$ cat config.mk
export PLATFORM = sky130hd
export DESIGN_NAME = ucr_regmap
export DESIGN_NICKNAME = d
export VERILOG_FILES = /design/src/hw/ucr_pkg.sv /design/src/hw/ucr_regmap.sv
export VERILOG_INCLUDE_DIRS = /design/src /design/src/hw
export SDC_FILE = /design/constraint.sdc
export NUM_CORES = 1
export LEC_CHECK = 0
export BUFFER_PORTS_ARGS = -buffer_cell sky130_fd_sc_hd__buf_2
export CAP_MARGIN = 15
export CORE_AREA = 2 2 181 94
export CTS_CLUSTER_DIAMETER = 30
export DETAILED_ROUTE_END_ITERATION = 8
export DIE_AREA = 0 0 183 96
export PLACE_DENSITY = 0.66
export SLEW_MARGIN = 20
export SYNTH_ARGS = -nofsm -noshare
export SYNTH_HDL_FRONTEND = slang
export SYNTH_SLANG_ARGS = --single-unit
export TNS_END_PERCENT = 50
$ cat constraint.sdc
create_clock -name mclk -period 1.85 [get_ports mclk]
set_clock_uncertainty 0.15 [all_clocks]
set_input_delay 0.37 -clock mclk [delete_from_list [all_inputs] [get_ports mclk]]
set_output_delay 0.37 -clock mclk [all_outputs]
set_load 0.02 [all_outputs]
$ cat src/hw/ucr_params.svh
// constants for the uart channel register map and loopback block
// assumes inclusion by bare name from the package and the design
`ifndef UCR_PARAMS_SVH
`define UCR_PARAMS_SVH

// register offsets on the three address lines
`define UCR_OFS_0 3'h0
`define UCR_OFS_1 3'h1
`define UCR_OFS_2 3'h2
`define UCR_OFS_3 3'h3
`define UCR_OFS_4 3'h4
`define UCR_OFS_5 3'h5
`define UCR_OFS_6 3'h6
`define UCR_OFS_7 3'h7

// line control value that opens the enhanced registers
`define UCR_ENH_KEY 8'hbf
`define UCR_ZERO_BYTE 8'h00

// field positions
`define UCR_LCR_DLAB 7
`define UCR_MCR_DTR 0
`define UCR_MCR_RTS 1
`define UCR_MCR_OP1 2
`define UCR_MCR_OP2 3
`define UCR_MCR_LOOP 4
`define UCR_FEATURE_CONTROL_SWAP 6

// reset values
`define UCR_RST_BYTE 8'h00
`define UCR_RST_DIV 8'h00
`define UCR_RST_MODEM 4'h0

`endif

$ cat src/hw/ucr_pkg.sv
// types for the uart channel register map and loopback block
// assumes the params header sits beside this file
`default_nettype none
package ucr_pkg;
    `include "ucr_params.svh"

    // host access to one channel, already channel-selected
    typedef struct packed {
        logic rd;
        logic wr;
        logic [2:0] addr;
        logic [7:0] wdata;
    } ucr_req_t;

    // modem inputs, active low as on the pins
    typedef struct packed {
        logic cd_n;
        logic ri_n;
        logic dsr_n;
        logic cts_n;
    } ucr_modem_pins_t;

    // status bytes supplied by the rest of the channel
    typedef struct packed {
        logic [7:0] rx_byte;
        logic [7:0] int_status;
        logic [7:0] line_status;
        logic [7:0] fifo_level;
        logic [7:0] fifo_level_enh;
        logic [7:0] fifo_status;
    } ucr_stat_t;

    // configuration held here and used by the rest of the channel
    typedef struct packed {
        logic [15:0] divisor;
        logic [7:0] interrupt_enable;
        logic [7:0] line_control;
        logic [7:0] modem_control;
        logic [7:0] feature_control;
        logic [7:0] enhanced_function;
        logic [7:0] resume_char1;
        logic [7:0] resume_char2;
        logic [7:0] stop_char1;
        logic [7:0] stop_char2;
        logic loopback;
    } ucr_cfg_t;

    // register that an access at the current offset reaches
    typedef enum logic [4:0] {
        UCR_T_NONE,
        UCR_T_HOLD,
        UCR_T_DLL,
        UCR_T_DLM,
        UCR_T_IER,
        UCR_T_ISR_FCR,
        UCR_T_LCR,
        UCR_T_MCR,
        UCR_T_LSR,
        UCR_T_MSR,
        UCR_T_SPR,
        UCR_T_FIFO_LEVEL_COUNT_ENHANCED_MODE_SELECT,
        UCR_T_TRG_FC,
        UCR_T_FEATURE_CONTROL,
        UCR_T_EFR,
        UCR_T_XON1,
        UCR_T_XON2,
        UCR_T_XOFF1,
        UCR_T_XOFF2
    } ucr_target_t;
endpackage
`default_nettype wire

$ cat src/hw/ucr_regmap.sv
// per-channel register decode of a quad uart with internal loopback
// assumes host strobes are synchronous to mclk and already channel-selected
// Function
// - modem control bit 4 enables loopback
// - loopback routes transmit shift into receiver
// - loopback: tx mark, rts/dtr deasserted
// - loopback ignores external modem inputs
// - own register set per channel, offset-selected
// - offset 0: receive/transmit holding, dlab clear
// - dlab set, not key: divisor bytes
// - zero divisor reads revision and id
// - key value exposes enhanced registers 0-2 and 4-7
// - enhanced 0 trigger/count, 1 feature, 2 function
// - enhanced 4-7 resume and stop characters
// - offset 2 status/fifo control, 1 enable
// - line control at 3 always accessible
// - 4 modem control, 5/6 status read-only
// - offset 7 scratch or level/mode by swap
// - status select pin low reads fifo status
// - modem status: states high, changes low
`timescale 1ns/10ps
`default_nettype none
`include "ucr_params.svh"
module ucr_regmap #(
    parameter int DATA_W = 8,
    parameter logic [7:0] REV_CODE = 8'h01, // arbitrary value
    parameter logic [7:0] DEV_ID = 8'h5a    // arbitrary value
) (
    input wire logic mclk,
    input wire logic rst,
    input wire ucr_pkg::ucr_req_t req,
    output logic [7:0] rdata,
    input wire logic fifo_status_select_pin_n,
    input wire ucr_pkg::ucr_stat_t stat,
    output ucr_pkg::ucr_cfg_t cfg,
    output logic hold_wr,
    output logic fifo_control_wr,
    output logic trigger_wr,
    output logic mode_select_wr,
    output logic [7:0] wr_data,
    output logic rx_pop,
    output logic line_status_rd,
    input wire logic tx_shift_out,
    output logic rx_shift_in,
    output logic tx_pin,
    input wire logic rx_pin,
    input wire ucr_pkg::ucr_modem_pins_t modem_pins,
    output logic rts_n,
    output logic dtr_n,
    output logic op1_n,
    output logic op2_n
);
    import ucr_pkg::*;

    // the byte lanes below are fixed at eight bits
    if (DATA_W != 8) begin : g_bad_width
        $error("ucr_regmap serves 8-bit data only");
    end

    // every register below belongs to this one channel
    logic [7:0] dll_q;
    logic [7:0] dlm_q;
    logic [7:0] ier_q;
    logic [7:0] lcr_q;
    logic [7:0] mcr_q;
    logic [7:0] feature_control_q;
    logic [7:0] efr_q;
    logic [7:0] spr_q;
    logic [7:0] xon1_q;
    logic [7:0] xon2_q;
    logic [7:0] xoff1_q;
    logic [7:0] xoff2_q;
    logic [7:0] rdata_q;
    logic [7:0] wr_data_q;
    logic hold_wr_q;
    logic fifo_control_wr_q;
    logic trigger_wr_q;
    logic mode_select_wr_q;
    logic rx_pop_q;
    logic line_status_rd_q;
    logic [7:0] mcr_d;
    logic rts_n_q;
    logic dtr_n_q;
    logic op1_n_q;
    logic op2_n_q;
    logic [3:0] modem_prev_q;
    logic [3:0] modem_delta_q;
    logic [3:0] modem_now;
    logic [3:0] modem_delta_d;
    logic loop;
    logic dlab;
    logic enh;
    logic div_zero;
    logic rd_normal;
    logic msr_read;
    logic [7:0] rd_mux;
    ucr_target_t tgt;

    assign loop = mcr_q[`UCR_MCR_LOOP];
    assign dlab = lcr_q[`UCR_LCR_DLAB];
    assign enh = (lcr_q == `UCR_ENH_KEY);
    assign div_zero = (dll_q == `UCR_ZERO_BYTE) && (dlm_q == `UCR_ZERO_BYTE);

    // address decode; the key value beats the divisor latch bit
    always_comb begin
        tgt = UCR_T_NONE;
        case (req.addr)
            `UCR_OFS_0: begin
                if (enh) begin
                    tgt = UCR_T_TRG_FC;
                end else if (dlab) begin
                    tgt = UCR_T_DLL;
                end else begin
                    tgt = UCR_T_HOLD;
                end
            end
            `UCR_OFS_1: begin
                if (enh) begin
                    tgt = UCR_T_FEATURE_CONTROL;
                end else if (dlab) begin
                    tgt = UCR_T_DLM;
                end else begin
                    tgt = UCR_T_IER;
                end
            end
            `UCR_OFS_2: begin
                if (enh) begin
                    tgt = UCR_T_EFR;
                end else if (!dlab) begin
                    tgt = UCR_T_ISR_FCR;
                end
            end
            `UCR_OFS_3: begin
                tgt = UCR_T_LCR;
            end
            `UCR_OFS_4: begin
                if (enh) begin
                    tgt = UCR_T_XON1;
                end else if (!dlab) begin
                    tgt = UCR_T_MCR;
                end
            end
            `UCR_OFS_5: begin
                if (enh) begin
                    tgt = UCR_T_XON2;
                end else if (!dlab) begin
                    tgt = UCR_T_LSR;
                end
            end
            `UCR_OFS_6: begin
                if (enh) begin
                    tgt = UCR_T_XOFF1;
                end else if (!dlab) begin
                    tgt = UCR_T_MSR;
                end
            end
            `UCR_OFS_7: begin
                if (enh) begin
                    tgt = UCR_T_XOFF2;
                end else if (!dlab) begin
                    if (feature_control_q[`UCR_FEATURE_CONTROL_SWAP]) begin
                        tgt = UCR_T_FIFO_LEVEL_COUNT_ENHANCED_MODE_SELECT;
                    end else begin
                        tgt = UCR_T_SPR;
                    end
                end
            end
            default: begin
                tgt = UCR_T_NONE;
            end
        endcase
    end

    // a low select pin steals every read, so no read side effect fires
    assign rd_normal = req.rd && fifo_status_select_pin_n;
    assign msr_read = rd_normal && (tgt == UCR_T_MSR);

    always_comb begin
        rd_mux = `UCR_ZERO_BYTE;
        case (tgt)
            UCR_T_HOLD: rd_mux = stat.rx_byte;
            UCR_T_DLL: rd_mux = div_zero ? REV_CODE : dll_q;
            UCR_T_DLM: rd_mux = div_zero ? DEV_ID : dlm_q;
            UCR_T_IER: rd_mux = ier_q;
            UCR_T_ISR_FCR: rd_mux = stat.int_status;
            UCR_T_LCR: rd_mux = lcr_q;
            UCR_T_MCR: rd_mux = mcr_q;
            UCR_T_LSR: rd_mux = stat.line_status;
            UCR_T_MSR: rd_mux = {modem_now, modem_delta_q};
            UCR_T_SPR: rd_mux = spr_q;
            UCR_T_FIFO_LEVEL_COUNT_ENHANCED_MODE_SELECT: rd_mux = stat.fifo_level;
            UCR_T_TRG_FC: rd_mux = stat.fifo_level_enh;
            UCR_T_FEATURE_CONTROL: rd_mux = feature_control_q;
            UCR_T_EFR: rd_mux = efr_q;
            UCR_T_XON1: rd_mux = xon1_q;
            UCR_T_XON2: rd_mux = xon2_q;
            UCR_T_XOFF1: rd_mux = xoff1_q;
            UCR_T_XOFF2: rd_mux = xoff2_q;
            default: rd_mux = `UCR_ZERO_BYTE;
        endcase
    end

    // read data held until the next read
    always_ff @(posedge mclk) begin
        if (rst) begin
            rdata_q <= `UCR_RST_BYTE;
        end else if (req.rd) begin
            if (!fifo_status_select_pin_n) begin
                rdata_q <= stat.fifo_status;
            end else begin
                rdata_q <= rd_mux;
            end
        end
    end

    // read side effects only where the location is readable
    always_ff @(posedge mclk) begin
        if (rst) begin
            rx_pop_q <= 1'b0;
            line_status_rd_q <= 1'b0;
        end else begin
            rx_pop_q <= rd_normal && (tgt == UCR_T_HOLD);
            line_status_rd_q <= rd_normal && (tgt == UCR_T_LSR);
        end
    end

    // storage writes; unmatched targets fall through untouched
    always_ff @(posedge mclk) begin
        if (rst) begin
            dll_q <= `UCR_RST_DIV;
            dlm_q <= `UCR_RST_DIV;
            ier_q <= `UCR_RST_BYTE;
            lcr_q <= `UCR_RST_BYTE;
            mcr_q <= `UCR_RST_BYTE;
            feature_control_q <= `UCR_RST_BYTE;
            efr_q <= `UCR_RST_BYTE;
            spr_q <= `UCR_RST_BYTE;
            xon1_q <= `UCR_RST_BYTE;
            xon2_q <= `UCR_RST_BYTE;
            xoff1_q <= `UCR_RST_BYTE;
            xoff2_q <= `UCR_RST_BYTE;
        end else if (req.wr) begin
            case (tgt)
                UCR_T_DLL: dll_q <= req.wdata;
                UCR_T_DLM: dlm_q <= req.wdata;
                UCR_T_IER: ier_q <= req.wdata;
                UCR_T_LCR: lcr_q <= req.wdata;
                UCR_T_MCR: mcr_q <= req.wdata;
                UCR_T_SPR: spr_q <= req.wdata;
                UCR_T_FEATURE_CONTROL: feature_control_q <= req.wdata;
                UCR_T_EFR: efr_q <= req.wdata;
                UCR_T_XON1: xon1_q <= req.wdata;
                UCR_T_XON2: xon2_q <= req.wdata;
                UCR_T_XOFF1: xoff1_q <= req.wdata;
                UCR_T_XOFF2: xoff2_q <= req.wdata;
                default: begin
                end
            endcase
        end
    end

    // write strobes for registers that live outside this block
    always_ff @(posedge mclk) begin
        if (rst) begin
            hold_wr_q <= 1'b0;
            fifo_control_wr_q <= 1'b0;
            trigger_wr_q <= 1'b0;
            mode_select_wr_q <= 1'b0;
            wr_data_q <= `UCR_RST_BYTE;
        end else begin
            hold_wr_q <= req.wr && (tgt == UCR_T_HOLD);
            fifo_control_wr_q <= req.wr && (tgt == UCR_T_ISR_FCR);
            trigger_wr_q <= req.wr && (tgt == UCR_T_TRG_FC);
            mode_select_wr_q <= req.wr && (tgt == UCR_T_FIFO_LEVEL_COUNT_ENHANCED_MODE_SELECT);
            if (req.wr) begin
                wr_data_q <= req.wdata;
            end
        end
    end

    // modem inputs as active-high states, cd ri dsr cts order
    always_comb begin
        if (loop) begin
            // pins are not looked at while looped
            modem_now = {mcr_q[`UCR_MCR_OP2], mcr_q[`UCR_MCR_OP1],
                         mcr_q[`UCR_MCR_DTR], mcr_q[`UCR_MCR_RTS]};
        end else begin
            modem_now = ~{modem_pins.cd_n, modem_pins.ri_n,
                          modem_pins.dsr_n, modem_pins.cts_n};
        end
    end

    // ri flags only its trailing edge, the others any change
    always_comb begin
        modem_delta_d = modem_delta_q;
        if (msr_read) begin
            modem_delta_d = `UCR_RST_MODEM;
        end
        // set after clear so a change in the read cycle survives
        modem_delta_d[3] = modem_delta_d[3] | (modem_now[3] ^ modem_prev_q[3]);
        modem_delta_d[2] = modem_delta_d[2] | (modem_prev_q[2] & ~modem_now[2]);
        modem_delta_d[1] = modem_delta_d[1] | (modem_now[1] ^ modem_prev_q[1]);
        modem_delta_d[0] = modem_delta_d[0] | (modem_now[0] ^ modem_prev_q[0]);
    end

    always_ff @(posedge mclk) begin
        if (rst) begin
            modem_prev_q <= `UCR_RST_MODEM;
            modem_delta_q <= `UCR_RST_MODEM;
        end else begin
            modem_prev_q <= modem_now;
            modem_delta_q <= modem_delta_d;
        end
    end

    // serial paths stay combinational so loopback timing matches the line
    assign rx_shift_in = loop ? tx_shift_out : rx_pin;
    assign tx_pin = loop ? 1'b1 : tx_shift_out;
    // rx_pin is expected to idle high across loopback
    // next modem control, so the pin flops match the register each cycle
    assign mcr_d = (req.wr && (tgt == UCR_T_MCR)) ? req.wdata : mcr_q;

    // modem pins straight from flops, free of decode glitches
    always_ff @(posedge mclk) begin
        if (rst) begin
            rts_n_q <= 1'b1;
            dtr_n_q <= 1'b1;
            op1_n_q <= 1'b1;
            op2_n_q <= 1'b1;
        end else if (mcr_d[`UCR_MCR_LOOP]) begin
            // all four held deasserted while looped
            rts_n_q <= 1'b1;
            dtr_n_q <= 1'b1;
            op1_n_q <= 1'b1;
            op2_n_q <= 1'b1;
        end else begin
            rts_n_q <= ~mcr_d[`UCR_MCR_RTS];
            dtr_n_q <= ~mcr_d[`UCR_MCR_DTR];
            op1_n_q <= ~mcr_d[`UCR_MCR_OP1];
            op2_n_q <= ~mcr_d[`UCR_MCR_OP2];
        end
    end

    assign rts_n = rts_n_q;
    assign dtr_n = dtr_n_q;
    assign op1_n = op1_n_q;
    assign op2_n = op2_n_q;

    assign rdata = rdata_q;
    assign hold_wr = hold_wr_q;
    assign fifo_control_wr = fifo_control_wr_q;
    assign trigger_wr = trigger_wr_q;
    assign mode_select_wr = mode_select_wr_q;
    assign wr_data = wr_data_q;
    assign rx_pop = rx_pop_q;
    assign line_status_rd = line_status_rd_q;

    assign cfg.divisor = {dlm_q, dll_q};
    assign cfg.interrupt_enable = ier_q;
    assign cfg.line_control = lcr_q;
    assign cfg.modem_control = mcr_q;
    assign cfg.feature_control = feature_control_q;
    assign cfg.enhanced_function = efr_q;
    assign cfg.resume_char1 = xon1_q;
    assign cfg.resume_char2 = xon2_q;
    assign cfg.stop_char1 = xoff1_q;
    assign cfg.stop_char2 = xoff2_q;
    assign cfg.loopback = loop;
endmodule
`default_nettype wire

==> flow_summary.toml <==
[synthesis]
synth_area_leader_cell = "dfxtp_1"
async_reset_ff_frac = 0
synth_edf_count = 0
synth_top_cell_area_share = 0.4116
synthFlopType = "dfxtp_1"
avgSynthCellArea_um2 = 8.443
synthTopCellsByArea = "dfxtp_1 (41%), mux2i_1 (11%), nand2_1 (6.2%)"
syn-cell-area_mm2 = 0.006324
syn_inst = 749
yosysSeqAreaShare = 0.4116
synth.ff_latch_count = 130
synth_nets = 819
synth.most_common_cell = "dfxtp_1"
synth_common_cells = "dfxtp_1 (130), nand2_1 (105), nor2_1 (80)"
ys_warn_count = 0
yosys.cell_types.count = 65

[run]
cap_violations = 0

[layout]
drive_gt1_frac = 0.4696
antenna_cells = 0
register_area_mm2 = 0.002640
nFillCells = 1441
multi_input_area_mm2 = 0.003835
nNetsFinal = 1143
area_growth_pct = 56.96

[route]
vias_per_cell = 5.685
wl_per_cell_um = 22.61
first_iter_violations = 847
vias = 7368
wirelength_mm = 29.30
drc = 0
firstDrtPassIters = 5
postRouteAntennaNets = 0

[clock_tree]
hold_buffers = 0
cts.sinks = 130
root_buffer = "clkbuf_16"
clk_path_buf_depth = 2
cts_buffers = 17
cts_max_level = 4
cts_tree = "yes"
clk_latency_ns = 0.42
clk_pin_slew_ns = 0.06

[grt]
track_usage = 0.3292
antenna_found_initial = 0
grt_pass1_vias = 6736
grt_max_degree = 93
grt_overflow = 0
grt_pass1_wl_mm = 41.93

[power]
p_leak_nw = 4.732
totalPowerFinal_w = 0.007345
power_density_mw_per_mm2 = 740.0
ir_drop_uv = 621.4

[sta]
maxSlewHeadroom = 0.6621
rsz0062_at_grt = "yes"
period_share = 1.072
fmax_mhz = 504.2
worst_slack_ns = -0.1332
drv_slew = 0
setup-tns-final_ns = -1.783
setup_viol = 17
final.min_clock_period_ns = 1.983
hold_violations = 0
tightest_slew_ns = 0.5026

[placed_design]
place_ws_ns = -0.4227
gp_congestion = 1.059
dp_hpwl_mm = 21.98
io_buffers = 186

[min_path]
hold_class = "input pin to register"

[run_status]
outcome = "finished with violations"
violations = "negative setup slack"

[worst_setup_path]
path_class = "register to register"
worst-endpoint-arrival_ns = 2.12
cp-end-kind = "register"
crit_path_start_kind = "register"
crit_required_ns = 1.98
critPathMaxFanout = 8

[floorplan]
io_pins = 187
die_area_mm2 = 0.01757
row_count = 33
initial_core_util = 0.3947
die_h_um = 96
core-area_mm2 = 0.01602
die_w_um = 183
==> worst paths after layout <==
path	startpoint	end	slack [ns]	depth (start not counted)
worst min-delay path	req[3]	spr_q[3]	0.09	3
worst max-delay path	lcr_q[7]	dll_q[4]	-0.13	7
worst max register to register	lcr_q[7]	dll_q[4]	-0.13	7
worst min register to register	spr_q[4]	spr_q[4]	0.31	2
==> per-stage QoR <==
| step | hold WS, ns | cells | instance area (um2) | utilization |
|---|---|---|---|---|
| 6_report | 0.08939 | 1296 | 9926 | 0.6196 |
| 3_3_place_gp | 0.2921 | 1245 | 8594 | 0.5365 |
| 4_1_cts | 0.07398 | 1289 | 9575 | 0.5977 |
| 5_1_grt | 0.07932 | 1296 | 9926 | 0.6196 |
| 3_5_place_dp | 0.3063 | 1245 | 8594 | 0.5365 |
| 2_1_floorplan | 0.2784 | 749 | 6379 | - |
==> logic make-up (layout without fill, tap and decap cells) <==
family                 count (synthesis)  after routing  share of synthesized area
AO/OA/AOI/OAI                        158            158                     0.1599
AND/OR/NAND/NOR                      305            305                     0.2325
multiplexers                          81             81                     0.1375
XOR/XNOR                               3              3                   0.004156
flip-flops                           130            130                     0.4116
buffers and inverters                 72            409                    0.05441
==> per-layer routing <==
| metal | global-route usage | part of all wire |
|---|---|---|
| met5 | 0 | 0 |
| met4 | 0.06267 | 0.0096 |
| met3 | 0.1215 | 0.14 |
| met2 | 0.4602 | 0.40 |
| met1 | 0.4798 | 0.45 |
==> cell usage in the layout, fill, tap and decap left out, types with 5 or more instances in the layout <==
cell       Yosys  layout
a22oi_1       15      12
nand2_4        0       7
mux2_2         7       6
buf_12         0      12
inv_1         14      13
buf_2         17     180
clkbuf_16      0      18
nand3_2        3       5
mux2i_1       70      69
a21oi_2        0       9
nand2_1      105      91
nor3_2         4       7
a22o_1         7       7
dfxtp_4        0       9
nor2_1        80      78
nand4_1        8       8
o22ai_1        9       8
nand3_1       39      35
nand2_2        5      11
dfxtp_1      130     118
nor4_2         1       5
o21ai_0       13      10
nand2b_1       7       5
buf_4          6     146
buf_6          4      21
a21oi_1       75      65
nor2b_1       12      10
==> registers in the layout (all words and copies together), names as in the netlist, 4 cells and up <==
| register | cells |
|---|---|
| xon1_q | 8 |
| xoff2_q | 8 |
| lcr_q | 8 |
| xon2_q | 8 |
| dlm_q | 8 |
| efr_q | 8 |
| feature_control_q | 8 |
| rdata | 8 |
| mcr_q | 8 |
| wr_data | 8 |
| dll_q | 8 |
| modem_prev_q | 4 |
| ier_q | 8 |
| xoff1_q | 8 |
| spr_q | 8 |
| modem_delta_q | 4 |
==> where the power goes <==
part	internal (W)	switching [W]	leakage (nW)
clock	0.00214	0.00142	0.284
combinational	0.000374	0.000525	3.39
sequential	0.00284	0.0000422	1.06
==> final cells by class <==
class / instances / area share
clock inverter: 14 / 0.01790
tap: 210 / 0.02647
sequential: 130 / 0.2660
timing repair buffer: 363 / 0.2548
multi-input combinational: 547 / 0.3864
inverter: 14 / 0.005294
clock buffer: 18 / 0.04324
==> worst max-delay path, cell delays in order, from the launching register on <==
cell and delay, ns:
dfxtp_4 0.43, or4b_4 0.54, a21oi_4 0.19, buf_6 0.16, buf_8 0.13, nand2_8 0.10
nand2_2 0.08, a21oi_1 0.05
==> repair_timing <==
action,in CTS,in global routing
setup buffers,12,8
endpoints found under the setup margin,75,67
cloned,1,1
resized for setup,72,67
pin swaps,28,34
No activity file was read; power rests on OpenSTA's default activity.
